`src/logic/bridge_ctl_pkg.sv`:
```
// Constants shared by the bridge interrupt and serial-ROM control logic
package bridge_ctl_pkg;

  // ********************************
  // Register offsets, host and local views
  // ********************************
  localparam logic [7:0] OFF_LBELL_HOST = 8'h60;
  localparam logic [7:0] OFF_HBELL_HOST = 8'h64;
  localparam logic [7:0] OFF_ICS_HOST   = 8'h68;
  localparam logic [7:0] OFF_EIO_HOST   = 8'h6c;
  localparam logic [7:0] OFF_LBELL_LOC  = 8'he0;
  localparam logic [7:0] OFF_HBELL_LOC  = 8'he4;
  localparam logic [7:0] OFF_ICS_LOC    = 8'he8;
  localparam logic [7:0] OFF_EIO_LOC    = 8'hec;

  // ********************************
  // Interrupt control/status fields
  // ********************************
  localparam int B_SYSERR_EN     = 0;
  localparam int B_HOST_MASTER   = 8;
  localparam int B_HOST_BELL_EN  = 9;
  localparam int B_ABORT_EN      = 10;
  localparam int B_LIN_EN        = 11;
  localparam int B_RETRY_EN      = 12;
  localparam int B_HOST_BELL_ACT = 13;
  localparam int B_ABORT_ACT     = 14;
  localparam int B_LIN_ACT       = 15;
  localparam int B_LOC_MASTER    = 16;
  localparam int B_LOC_BELL_EN   = 17;
  localparam int B_CH0_EN        = 18;
  localparam int B_CH1_EN        = 19;
  localparam int B_LOC_BELL_ACT  = 20;
  localparam int B_CH0_ACT       = 21;
  localparam int B_CH1_ACT       = 22;
  localparam int B_SELFTEST_ACT  = 23;
  localparam int B_ABORT_OWNER   = 24;
  localparam int B_RETRY_ABORT   = 27;
  localparam logic [31:0] ICS_WR_MASK = 32'h000f_1f07;
  localparam logic [31:0] ICS_RESET   = 32'h0001_0100;

  // ********************************
  // Serial ROM and I/O control fields
  // ********************************
  localparam int B_GP_OUT     = 16;
  localparam int B_GP_IN      = 17;
  localparam int B_ROM_CLK    = 24;
  localparam int B_ROM_SEL    = 25;
  localparam int B_ROM_WR     = 26;
  localparam int B_ROM_RD     = 27;
  localparam int B_ROM_PRES   = 28;
  localparam int B_RELOAD     = 29;
  localparam int B_SOFT_RST   = 30;
  localparam int B_INIT_DONE  = 31;
  localparam logic [31:0] EIO_WR_MASK = 32'h0701_ffff;
  localparam logic [31:0] EIO_RESET   = 32'h0001_767e;

  // ********************************
  // Retry limit
  // ********************************
  localparam logic [8:0] RETRY_LIMIT = 9'h100;

endpackage : bridge_ctl_pkg

```
`src/logic/bridge_interrupt_eeprom_control.sv`:
```
// Interrupt, doorbell, serial ROM and local control registers of the bridge
`timescale 1ns/1ps
module bridge_interrupt_eeprom_control
  import bridge_ctl_pkg::*;
(
  input  wire logic        clock,
  input  wire logic        sys_rst,
  input  wire logic        host_sel,
  input  wire logic        host_wr,
  input  wire logic [7:0]  host_addr,
  input  wire logic [31:0] host_wdata,
  output logic      [31:0] host_rdata,
  output logic             host_retry,
  input  wire logic        loc_sel,
  input  wire logic        loc_wr,
  input  wire logic [7:0]  loc_addr,
  input  wire logic [31:0] loc_wdata,
  output logic      [31:0] loc_rdata,
  input  wire logic        abort_status,
  input  wire logic        abort_by_direct,
  input  wire logic        retry_seen,
  input  wire logic        xfer_done,
  output logic             retry_abort,
  input  wire logic        chan0_status,
  input  wire logic        chan1_status,
  input  wire logic        selftest_bit,
  input  wire logic        local_irq_pin,
  output logic             host_irq,
  output logic             local_irq,
  output logic             local_syserr_out_n,
  output logic [3:0]       dma_read_cmd,
  output logic [3:0]       dma_write_cmd,
  output logic [3:0]       direct_read_cmd,
  output logic [3:0]       direct_write_cmd,
  output logic             gp_output_pin,
  input  wire logic        gp_input_pin,
  output logic             rom_clk_pin,
  output logic             rom_sel_pin,
  output logic             rom_data_out_pin,
  input  wire logic        rom_data_in_pin,
  input  wire logic        rom_detect_pin,
  output logic             reload_start,
  input  wire logic        reload_done,
  output logic             local_reset_out_n,
  input  wire logic        init_bypass_n
);

  // ********************************
  // Pin synchronisers
  // ********************************
  logic [4:0] pins_s;
  logic       lin_s;
  logic       gp_in_s;
  logic       rom_do_s;
  logic       rom_pres_s;
  logic       bypass_n_s;

  pin_sync3 #(.W(5)) u_sync (
    .clock     (clock),
    .sys_rst   (sys_rst),
    .pin_in    ({init_bypass_n, rom_detect_pin, rom_data_in_pin, gp_input_pin, local_irq_pin}),
    .reset_val (5'h10),
    .level_out (pins_s)
  );
  assign lin_s      = pins_s[0];
  assign gp_in_s    = pins_s[1];
  assign rom_do_s   = pins_s[2];
  assign rom_pres_s = pins_s[3];
  assign bypass_n_s = pins_s[4];

  // ********************************
  // Register state and decode
  // ********************************
  logic [31:0] ics_r;
  logic [31:0] eio_r;
  logic [31:0] lbell_r;
  logic [31:0] hbell_r;
  logic        owner_r;
  logic        retry_flag_r;
  logic        abort_d_r;
  logic [8:0]  retry_cnt_r;
  logic        soft_rst;

  assign soft_rst = eio_r[B_SOFT_RST];

  function automatic logic hit(input logic sel, input logic wr, input logic [7:0] a,
                               input logic [7:0] off);
    hit = sel & wr & (a == off);
  endfunction : hit

  logic h_ics;
  logic h_eio;
  logic h_lb;
  logic h_hb;
  logic l_ics;
  logic l_eio;
  logic l_lb;
  logic l_hb;

  // Local port writes are ignored while the local side is held in soft reset
  assign h_ics = hit(host_sel, host_wr, host_addr, OFF_ICS_HOST);
  assign h_eio = hit(host_sel, host_wr, host_addr, OFF_EIO_HOST);
  assign h_lb  = hit(host_sel, host_wr, host_addr, OFF_LBELL_HOST);
  assign h_hb  = hit(host_sel, host_wr, host_addr, OFF_HBELL_HOST);
  assign l_ics = hit(loc_sel, loc_wr, loc_addr, OFF_ICS_LOC) & ~soft_rst;
  assign l_eio = hit(loc_sel, loc_wr, loc_addr, OFF_EIO_LOC) & ~soft_rst;
  assign l_lb  = hit(loc_sel, loc_wr, loc_addr, OFF_LBELL_LOC) & ~soft_rst;
  assign l_hb  = hit(loc_sel, loc_wr, loc_addr, OFF_HBELL_LOC) & ~soft_rst;

  // ********************************
  // Doorbells
  // ********************************
  logic [31:0] lbell_nxt;
  logic [31:0] hbell_nxt;

  // Set applied after clear so a same-cycle ring is never lost
  always_comb begin
    lbell_nxt = lbell_r;
    hbell_nxt = hbell_r;
    if (l_lb) lbell_nxt = lbell_nxt & ~loc_wdata;
    if (h_lb) lbell_nxt = lbell_nxt | host_wdata;
    if (h_hb) hbell_nxt = hbell_nxt & ~host_wdata;
    if (l_hb) hbell_nxt = hbell_nxt | loc_wdata;
  end

  always_ff @(posedge clock) begin
    if (sys_rst) begin
      lbell_r <= '0;
      hbell_r <= '0;
    end else begin
      lbell_r <= lbell_nxt;
      hbell_r <= hbell_nxt;
    end
  end

  // ********************************
  // Interrupt control register
  // ********************************
  // Host write wins a same-cycle collision with the local side
  always_ff @(posedge clock) begin
    if (sys_rst) begin
      ics_r <= ICS_RESET;
    end else if (h_ics) begin
      ics_r <= host_wdata & ICS_WR_MASK;
    end else if (l_ics) begin
      ics_r <= loc_wdata & ICS_WR_MASK;
    end
  end

  // ********************************
  // Retry limit and abort flags
  // ********************************
  logic retry_hit;
  assign retry_hit = ics_r[B_RETRY_EN] & retry_seen & (retry_cnt_r == RETRY_LIMIT - 9'h001);

  // Without the enable the count saturates, master keeps retrying
  always_ff @(posedge clock) begin
    if (sys_rst || xfer_done || retry_hit) begin
      retry_cnt_r <= '0;
    end else if (retry_seen && retry_cnt_r != RETRY_LIMIT - 9'h001) begin
      retry_cnt_r <= retry_cnt_r + 9'h001;
    end
  end

  always_ff @(posedge clock) begin
    if (sys_rst) begin
      retry_abort <= 1'b0;
    end else begin
      retry_abort <= retry_hit;
    end
  end

  // Hardware event beats a software write to the flag
  always_ff @(posedge clock) begin
    if (sys_rst) begin
      retry_flag_r <= 1'b0;
    end else if (retry_hit) begin
      retry_flag_r <= 1'b0;
    end else if (h_ics) begin
      retry_flag_r <= host_wdata[B_RETRY_ABORT];
    end else if (l_ics) begin
      retry_flag_r <= loc_wdata[B_RETRY_ABORT];
    end
  end

  always_ff @(posedge clock) begin
    if (sys_rst) begin
      abort_d_r <= 1'b0;
      owner_r   <= 1'b0;
    end else begin
      abort_d_r <= abort_status;
      if (abort_status && !abort_d_r) begin
        owner_r <= ~abort_by_direct;
      end
    end
  end

  // ********************************
  // Serial ROM and I/O control register
  // ********************************
  logic reload_go;
  logic eio_wr;
  logic [31:0] eio_wd;
  assign eio_wr = h_eio | l_eio;
  assign eio_wd = h_eio ? host_wdata : loc_wdata;
  assign reload_go = eio_wr & eio_wd[B_RELOAD] & ~eio_r[B_RELOAD];

  always_ff @(posedge clock) begin
    if (sys_rst) begin
      eio_r <= EIO_RESET;
    end else begin
      if (eio_wr) begin
        eio_r[15:0]                  <= eio_wd[15:0];
        eio_r[B_GP_OUT]              <= eio_wd[B_GP_OUT];
        eio_r[B_ROM_WR:B_ROM_CLK]    <= eio_wd[B_ROM_WR:B_ROM_CLK];
      end
      if (reload_go) begin
        eio_r[B_RELOAD] <= 1'b1;
      end else if (reload_done) begin
        eio_r[B_RELOAD] <= 1'b0;
      end
      if (h_eio) begin
        eio_r[B_SOFT_RST] <= host_wdata[B_SOFT_RST];
      end
      if (!bypass_n_s) begin
        eio_r[B_INIT_DONE] <= 1'b1;
      end else if (eio_wr) begin
        eio_r[B_INIT_DONE] <= eio_wd[B_INIT_DONE];
      end
    end
  end

  always_ff @(posedge clock) begin
    if (sys_rst) begin
      reload_start <= 1'b0;
    end else begin
      reload_start <= reload_go;
    end
  end

  assign dma_read_cmd      = eio_r[3:0];
  assign dma_write_cmd     = eio_r[7:4];
  assign direct_read_cmd   = eio_r[11:8];
  assign direct_write_cmd  = eio_r[15:12];
  assign gp_output_pin     = eio_r[B_GP_OUT];
  assign rom_clk_pin       = eio_r[B_ROM_CLK];
  assign rom_sel_pin       = eio_r[B_ROM_SEL];
  assign rom_data_out_pin  = eio_r[B_ROM_WR];
  assign local_reset_out_n = ~soft_rst;
  assign host_retry        = host_sel & ~eio_r[B_INIT_DONE];

  // ********************************
  // Interrupt outputs
  // ********************************
  logic host_bell_act;
  logic loc_bell_act;
  assign host_bell_act = |hbell_r;
  assign loc_bell_act  = |lbell_r;

  // Registered so the pins never glitch on register writes
  always_ff @(posedge clock) begin
    if (sys_rst) begin
      host_irq           <= 1'b0;
      local_irq          <= 1'b0;
      local_syserr_out_n <= 1'b1;
    end else begin
      host_irq <= ics_r[B_HOST_MASTER] &
                  ((ics_r[B_HOST_BELL_EN] & host_bell_act) |
                   (ics_r[B_ABORT_EN] & abort_status) |
                   (ics_r[B_LIN_EN] & lin_s));
      local_irq <= ics_r[B_LOC_MASTER] &
                   ((ics_r[B_LOC_BELL_EN] & loc_bell_act) |
                    (ics_r[B_CH0_EN] & chan0_status) |
                    (ics_r[B_CH1_EN] & chan1_status) |
                    selftest_bit);
      local_syserr_out_n <= ~(ics_r[B_SYSERR_EN] & abort_status);
    end
  end

  // ********************************
  // Read-back
  // ********************************
  function automatic logic [31:0] read_word(input logic [7:0] a, input logic loc);
    logic [31:0] ics_v;
    logic [31:0] eio_v;
    ics_v = ics_r;
    ics_v[B_HOST_BELL_ACT] = host_bell_act;
    ics_v[B_ABORT_ACT]     = abort_status;
    ics_v[B_LIN_ACT]       = lin_s;
    ics_v[B_LOC_BELL_ACT]  = loc_bell_act;
    ics_v[B_CH0_ACT]       = chan0_status;
    ics_v[B_CH1_ACT]       = chan1_status;
    ics_v[B_SELFTEST_ACT]  = selftest_bit;
    ics_v[B_ABORT_OWNER]   = owner_r;
    ics_v[B_RETRY_ABORT]   = retry_flag_r;
    eio_v = eio_r;
    eio_v[B_GP_IN]    = gp_in_s;
    eio_v[B_ROM_RD]   = rom_do_s;
    eio_v[B_ROM_PRES] = rom_pres_s;
    case (a)
      OFF_LBELL_HOST, OFF_LBELL_LOC: read_word = lbell_r;
      OFF_HBELL_HOST, OFF_HBELL_LOC: read_word = hbell_r;
      OFF_ICS_HOST, OFF_ICS_LOC:     read_word = ics_v;
      OFF_EIO_HOST, OFF_EIO_LOC:     read_word = eio_v;
      default:                       read_word = '0;
    endcase
    if (loc ^ a[7]) begin
      read_word = '0;
    end
  endfunction : read_word

  always_ff @(posedge clock) begin
    if (sys_rst) begin
      host_rdata <= '0;
      loc_rdata  <= '0;
    end else begin
      if (host_sel && !host_wr) host_rdata <= read_word(host_addr, 1'b0);
      if (loc_sel && !loc_wr)   loc_rdata  <= read_word(loc_addr, 1'b1);
    end
  end
endmodule : bridge_interrupt_eeprom_control

```
`src/logic/pin_sync3.sv`:
```
// Three-stage pin synchroniser that accepts a change once stages two and three agree
`timescale 1ns/1ps
module pin_sync3 #(
  parameter int W = 1
) (
  input  wire logic         clock,
  input  wire logic         sys_rst,
  input  wire logic [W-1:0] pin_in,
  input  wire logic [W-1:0] reset_val,
  output logic      [W-1:0] level_out
);

  logic [W-1:0] s1_r;
  logic [W-1:0] s2_r;
  logic [W-1:0] s3_r;

  // Stage one feeds stage two only
  always_ff @(posedge clock) begin
    s1_r <= pin_in;
    s2_r <= s1_r;
    s3_r <= s2_r;
  end

  // Per-bit agreement between stages two and three
  always_ff @(posedge clock) begin
    if (sys_rst) begin
      level_out <= reset_val;
    end else begin
      for (int i = 0; i < W; i++) begin
        if (s2_r[i] == s3_r[i]) begin
          level_out[i] <= s3_r[i];
        end
      end
    end
  end

endmodule : pin_sync3
```
`config.mk`:
```
export PLATFORM = sky130hd
export DESIGN_NAME = bridge_interrupt_eeprom_control
export DESIGN_NICKNAME = d
export VERILOG_FILES = /design/src/logic/bridge_ctl_pkg.sv /design/src/logic/bridge_interrupt_eeprom_control.sv /design/src/logic/pin_sync3.sv
export SDC_FILE = /design/constraint.sdc
export NUM_CORES = 1
export LEC_CHECK = 0
export BUFFER_PORTS_ARGS = -buffer_cell sky130_fd_sc_hd__buf_2
export CORE_MARGIN = 2
export CORE_UTILIZATION = 40
export CTS_BUF_LIST = sky130_fd_sc_hd__clkbuf_4 sky130_fd_sc_hd__clkbuf_8
export DETAILED_ROUTE_END_ITERATION = 7
export PLACE_DENSITY_LB_ADDON = 0.15
export SLEW_MARGIN = 20
export SYNTH_ARGS = -nofsm -noshare
export SYNTH_HDL_FRONTEND = slang
export SYNTH_SLANG_ARGS = --single-unit
```
`constraint.sdc`:
```
create_clock -name clock -period 2.35 [get_ports clock]
set_input_delay 0.47 -clock clock [delete_from_list [all_inputs] [get_ports clock]]
set_output_delay 0.47 -clock clock [all_outputs]
set_load 0.1 [all_outputs]
```
==> Word level (Yosys, flattened, before mapping) <==
Index checks and enable logic that the tools add are counted.
W data, S select, Z words.
{ "word_totals": {"ff_bits": 200, "out_inout_bits": 91, "wordCells": 135} }
{ "op_classes": {"add_sub_neg": 1, "eq_ne": 24, "n_mux": 17, "bitwise": 45, "reduce_logical": 22} }
{ "ops": {"columns": ["op", "n"], "rows": [
  ["$pmux W32 S4", 2],
  ["$mux W32", 7],
  ["$and A32 B32 Y32", 2],
  ["$eq A8 B7 Y1 const B", 8],
  ["$eq A8 B8 Y1 const B", 8],
  ["$not A32 Y32", 2],
  ["$or A32 B32 Y32", 2],
  ["$reduce_or A32 Y1", 2],
  ["$mux W20", 2],
  ["$and A1 B1 Y1", 28],
  ["$reduce_or A2 Y1", 9],
  ["$add A9 B1 Y9 const B", 1],
  ["$eq A9 B8 Y1 const B", 1],
  ["$ne A9 B8 Y1 const B", 1],
  ["$mux W1", 6],
  ["$or A1 B1 Y1", 6],
  ["$eq A1 B1 Y1", 5],
  ["$not A1 Y1", 5],
  ["$logic_and A1 B1 Y1", 4],
  ["$reduce_bool A2 Y1", 2],
  ["$logic_not A1 Y1", 3],
  ["$logic_or A1 B1 Y1", 2],
  ["$ne A2 B2 Y1 const B", 1]
]} }

==> Longest topological paths before layout <==
{ "logic_depth": {"depth_word": 7, "ltp_mapped": 9, "ltp_nobuf": 8} }

==> By module <==
From an unflattened synthesis, not the netlist that was laid out.
{ "hier_totals": {"cells_unflattened": 1019, "area_unflattened_um2": 9308.9} }
{ "modules_own_cells": {"columns": ["module", "n_inst", "cells_per_inst", "area_each_um2", "seq_area_each_um2"], "rows": [
  ["bridge_interrupt_eeprom_control", 1, 983, 8697.1, 3603.5],
  ["pin_sync3", 1, 36, 611.8, 450.4]
]} }

==> Worst setup path before layout <==
Ideal clock, no wire load.
{ "synth_timing": {"path_type": "input -> output", "startpoint": "input port host_sel", "endpoint": "output port host_retry", "arrival_time_ns": 1.804, "t_required_ns": 1.880, "setup_slack_ns": 0.076, "path_stages": 1, "n_path_buf": 0, "path_cell_list": "nor2b_1"} }
{ "synth_between": {"elab_chain_cells": 1} }
{ "synth_lines": {"columns": ["item", "line", "rtl"], "rows": [
  ["from (decl)", "bridge_interrupt_eeprom_control.sv:8", "input wire logic host_sel,"],
  ["$and A1 B1 Y1", "bridge_interrupt_eeprom_control.sv:250", "assign host_retry = host_sel & ~eio_r[B_INIT_DONE];"],
  ["to (decl)", "bridge_interrupt_eeprom_control.sv:13", "output logic host_retry,"]
]} }
Every way passes these cells.

==> Final worst setup path <==
{ "layout_timing": {"startpoint": "register eio_r[30]", "endpoint": "register lbell_r[0]"} }
{ "layout_between": {"elab_chain_cells": 5} }
{ "layout_lines": {"columns": ["item", "line", "rtl"], "rows": [
  ["from (decl)", "bridge_interrupt_eeprom_control.sv:75", "logic [31:0] eio_r;"],
  ["from (signal, indexed assignment)", "bridge_interrupt_eeprom_control.sv:214", "eio_r[B_GP_OUT] <= eio_wd[B_GP_OUT];"],
  ["from (signal, indexed assignment)", "bridge_interrupt_eeprom_control.sv:215", "eio_r[B_ROM_WR:B_ROM_CLK] <= eio_wd[B_ROM_WR:B_ROM_CLK];"],
  ["from (signal, indexed assignment)", "bridge_interrupt_eeprom_control.sv:223", "eio_r[B_SOFT_RST] <= host_wdata[B_SOFT_RST];"],
  ["$not A1 Y1 *", "bridge_interrupt_eeprom_control.sv:107", "assign l_lb = hit(loc_sel, loc_wr, loc_addr, OFF_LBELL_LOC) & ~soft_rst;"],
  ["$and A1 B1 Y1 *", "bridge_interrupt_eeprom_control.sv:107", null],
  ["$mux W32 *", "bridge_interrupt_eeprom_control.sv:120", "if (l_lb) lbell_nxt = lbell_nxt & ~loc_wdata;"],
  ["$or A32 B32 Y32", "bridge_interrupt_eeprom_control.sv:121", "if (h_lb) lbell_nxt = lbell_nxt | host_wdata;"],
  ["$mux W32 *", "bridge_interrupt_eeprom_control.sv:121", null],
  ["to (signal assigned)", "bridge_interrupt_eeprom_control.sv:131", "lbell_r <= lbell_nxt;"],
  ["to (decl)", "bridge_interrupt_eeprom_control.sv:76", "logic [31:0] lbell_r;"]
]} }
Mark *: on every way between the ends. The rest lies on a longest branch, timed or not.
A chain may end at the register's enable or synchronous reset.

==> reports/results.ini <==
[outcome]
status=completed

[die]
dieArea_sq_um=23800
io_pins=190
core_area_sq_um=22000
start_util=0.411
die_h_microns=154
die_width_microns=154
row_count=54

[timing]
relSlewSlack=0.544
tightestPinTransition_ns=0.684
fin_crit_sh=0.809
hold_viol=0
finalCriticalPeriod_ns=1.90
slew_viol_final=0
setup_viol=0
max_freq_ghz=0.526
setup_ws_ns=0.449
rsz0062_at_grt=false
final.setup.tns_ns=0
clock_skew_ns=0.0165

[global_routing]
grt_pass1_wl_mm=48.1
grt.total_usage=0.266
gr-total-overflow=0
grt_pass1_vias=7675
grt_max_degree=61
antenna_found_initial=0

[synthesis]
ys_seq_area_frac=0.444
syn-num-nets=954
ys_warn_count=0
synth_seq_cells=200
synth_top_area_cell=dfxtp_1
synth_edf_count=0
async_reset_ff_frac=0
synth.avg_cell_area_sq_um=10.6
synth_area_leaders=dfxtp_1 44%, a32o_1 7.1%, mux4_2 7.0%
synth_top_area_share=0.444
ys.flop_type=dfxtp_1
synth.distinct_cells=52
synthCells=853
netlist_area_sq_um=9020

[setup_path]
crit_path_max_incr_delay_ns=0.42
worstPathRequired_ns=2.72
path_depth=5
cp.arrival_ns=2.28
worstSetupPathType=register to register
path_buf_inv=1
crit_family=simple AND/OR/NAND/NOR gates
worstRegToRegCells=5
crit_chain=nand4b_2 > nor4_4 > buf_4 > nand3b_1 > a32o_1
cp_max_fo=19
start_kind=register
cpMaxStageDelayCell=nand4b_2
end_kind=register

[layout]
final_cell_mix=200 x dfxtp_1, 189 x buf_2, 64 x a32o_1, 63 x nand2_1, 61 x a22o_1
drive_gt1_frac=0.301
ff_latch_area_sq_um=4000
multi_input_area_sq_um=4500
final_common_cell=dfxtp_1
nets=1116
area_growth_syn_to_layout_pct=17.6
nFillCells=2083

[placement]
hpwl_mm=22.6
dp_slack_ns=0.291
portBuffers=189
place_congestion=0.884

[routing]
route.detailed.drc=0
avgRoutedWirePerCell_microns=24.2
ant_nets=0
drt_iter0_markers=833
wl_mm=31.7
vias=8013
viasPerCell=6.12
drt_first_pass_iters=5

[power]
p_per_area_nw_per_um2=584
p_leak_nw=4.08
ir_worst_vdd_uv=362

[clock_network]
cts_sinks=200
hold_buffers=0
cts_resized=0
tritoncts=done
post_cts.repair.setup_buffers=0
cts_root_buffer=clkbuf_8
path_clk_slew_ns=0.11
cts_max_level=4
cts_buffer_depth=2
clock_latency_ns=0.49
cts_buffers=17

[run]
cap_violations=0

[worst_hold_path]
hold_depth=1
worstHoldPathType=input pin to register

[per-stage QoR]
| step | cell area, sq um | hold WS [ns] | power (mW) | utilization | std cells |
|---|---|---|---|---|---|
| 6_report | 10600 | 0.0733 | 6.20 | 0.483 | 1309 |
| 5_1_grt | 10600 | 0.0424 | 6.40 | 0.483 | 1308 |
| 4_1_cts | 10600 | 0.0504 | 6.22 | 0.483 | 1308 |
| 3_5_place_dp | 10200 | 0.312 | 4.01 | 0.465 | 1276 |
| 3_3_place_gp | 10200 | 0.311 | 4.02 | 0.465 | 1276 |
| 2_1_floorplan | 9020 | 0.310 | 3.76 | - | 853 |
[routing by layer]
| layer | up-vias | GRT usage | part of all wire | routed length, microns |
|---|---|---|---|---|
| met5 | - | 0 | 0 | 0 |
| met4 | 0 | 0.0814 | 0.023 | 714 |
| met3 | 46 | 0.0600 | 0.076 | 2420 |
| met2 | 371 | 0.422 | 0.46 | 14500 |
| met1 | 3963 | 0.361 | 0.44 | 14000 |
| li1 | 3633 | - | - | - |
[cell families after synthesis]
kind of cell,count (synthesis),synth area share
AO/OA/AOI/OAI,251,0.224
XOR/XNOR,7,0.00680
adder cells (fa/ha/maj),2,0.00278
buffers and inverters,96,0.0576
flip-flops,200,0.444
multiplexers,79,0.127
AND/OR/NAND/NOR,218,0.138
[Yosys cell counts (7+ instances only)]
| cell | instances |
|---|---|
| a211oi_1 | 24 |
| a21oi_1 | 24 |
| a22o_1 | 61 |
| a22oi_1 | 18 |
| a32o_1 | 64 |
| and3_1 | 10 |
| buf_2 | 19 |
| buf_4 | 24 |
| clkbuf_1 | 41 |
| dfxtp_1 | 200 |
| mux2i_1 | 50 |
| mux4_2 | 28 |
| nand2_1 | 63 |
| nand3b_1 | 33 |
| nand4_1 | 9 |
| nor2_1 | 38 |
| nor2b_1 | 7 |
| nor3_1 | 15 |
| nor4_1 | 18 |
| o21ai_0 | 25 |
| o2bb2ai_1 | 17 |
[worst paths after layout]
check                  from             end  slack, ns
max               eio_r[30]      lbell_r[0]       0.45
min           local_irq_pin  u_sync.s1_r[0]       0.07
max reg2reg       eio_r[30]      lbell_r[0]       0.45
min reg2reg  u_sync.s1_r[2]  u_sync.s2_r[2]       0.33
[registers in the layout (all words and copies together), names as in the netlist, 5 cells and up]
signal	count
hbell_r	32
host_rdata	32
lbell_r	32
loc_rdata	32
eio_r	23
ics_r	12
retry_cnt_r	9
u_sync.level_out	5
u_sync.s1_r	5
u_sync.s2_r	5
u_sync.s3_r	5
[cell type report]
| cell class | instances | area share |
|---|---|---|
| flip-flops and latches | 200 | 0.378 |
| multi-input cells | 557 | 0.425 |
| clock inverters | 13 | 0.0124 |
| diodes | 1 | 0.000236 |
| well taps | 280 | 0.0330 |
| clock buffers | 19 | 0.0241 |
| inverters | 4 | 0.00142 |
| repair buffers | 235 | 0.126 |
[where the power goes]
group / switching [mW] / internal (mW)
clock: 1.34 / 0.909
combinational: 0.331 / 0.179
sequential: 0.0195 / 3.42
total: 1.69 / 4.50
Power figures use the tool's default switching activity.
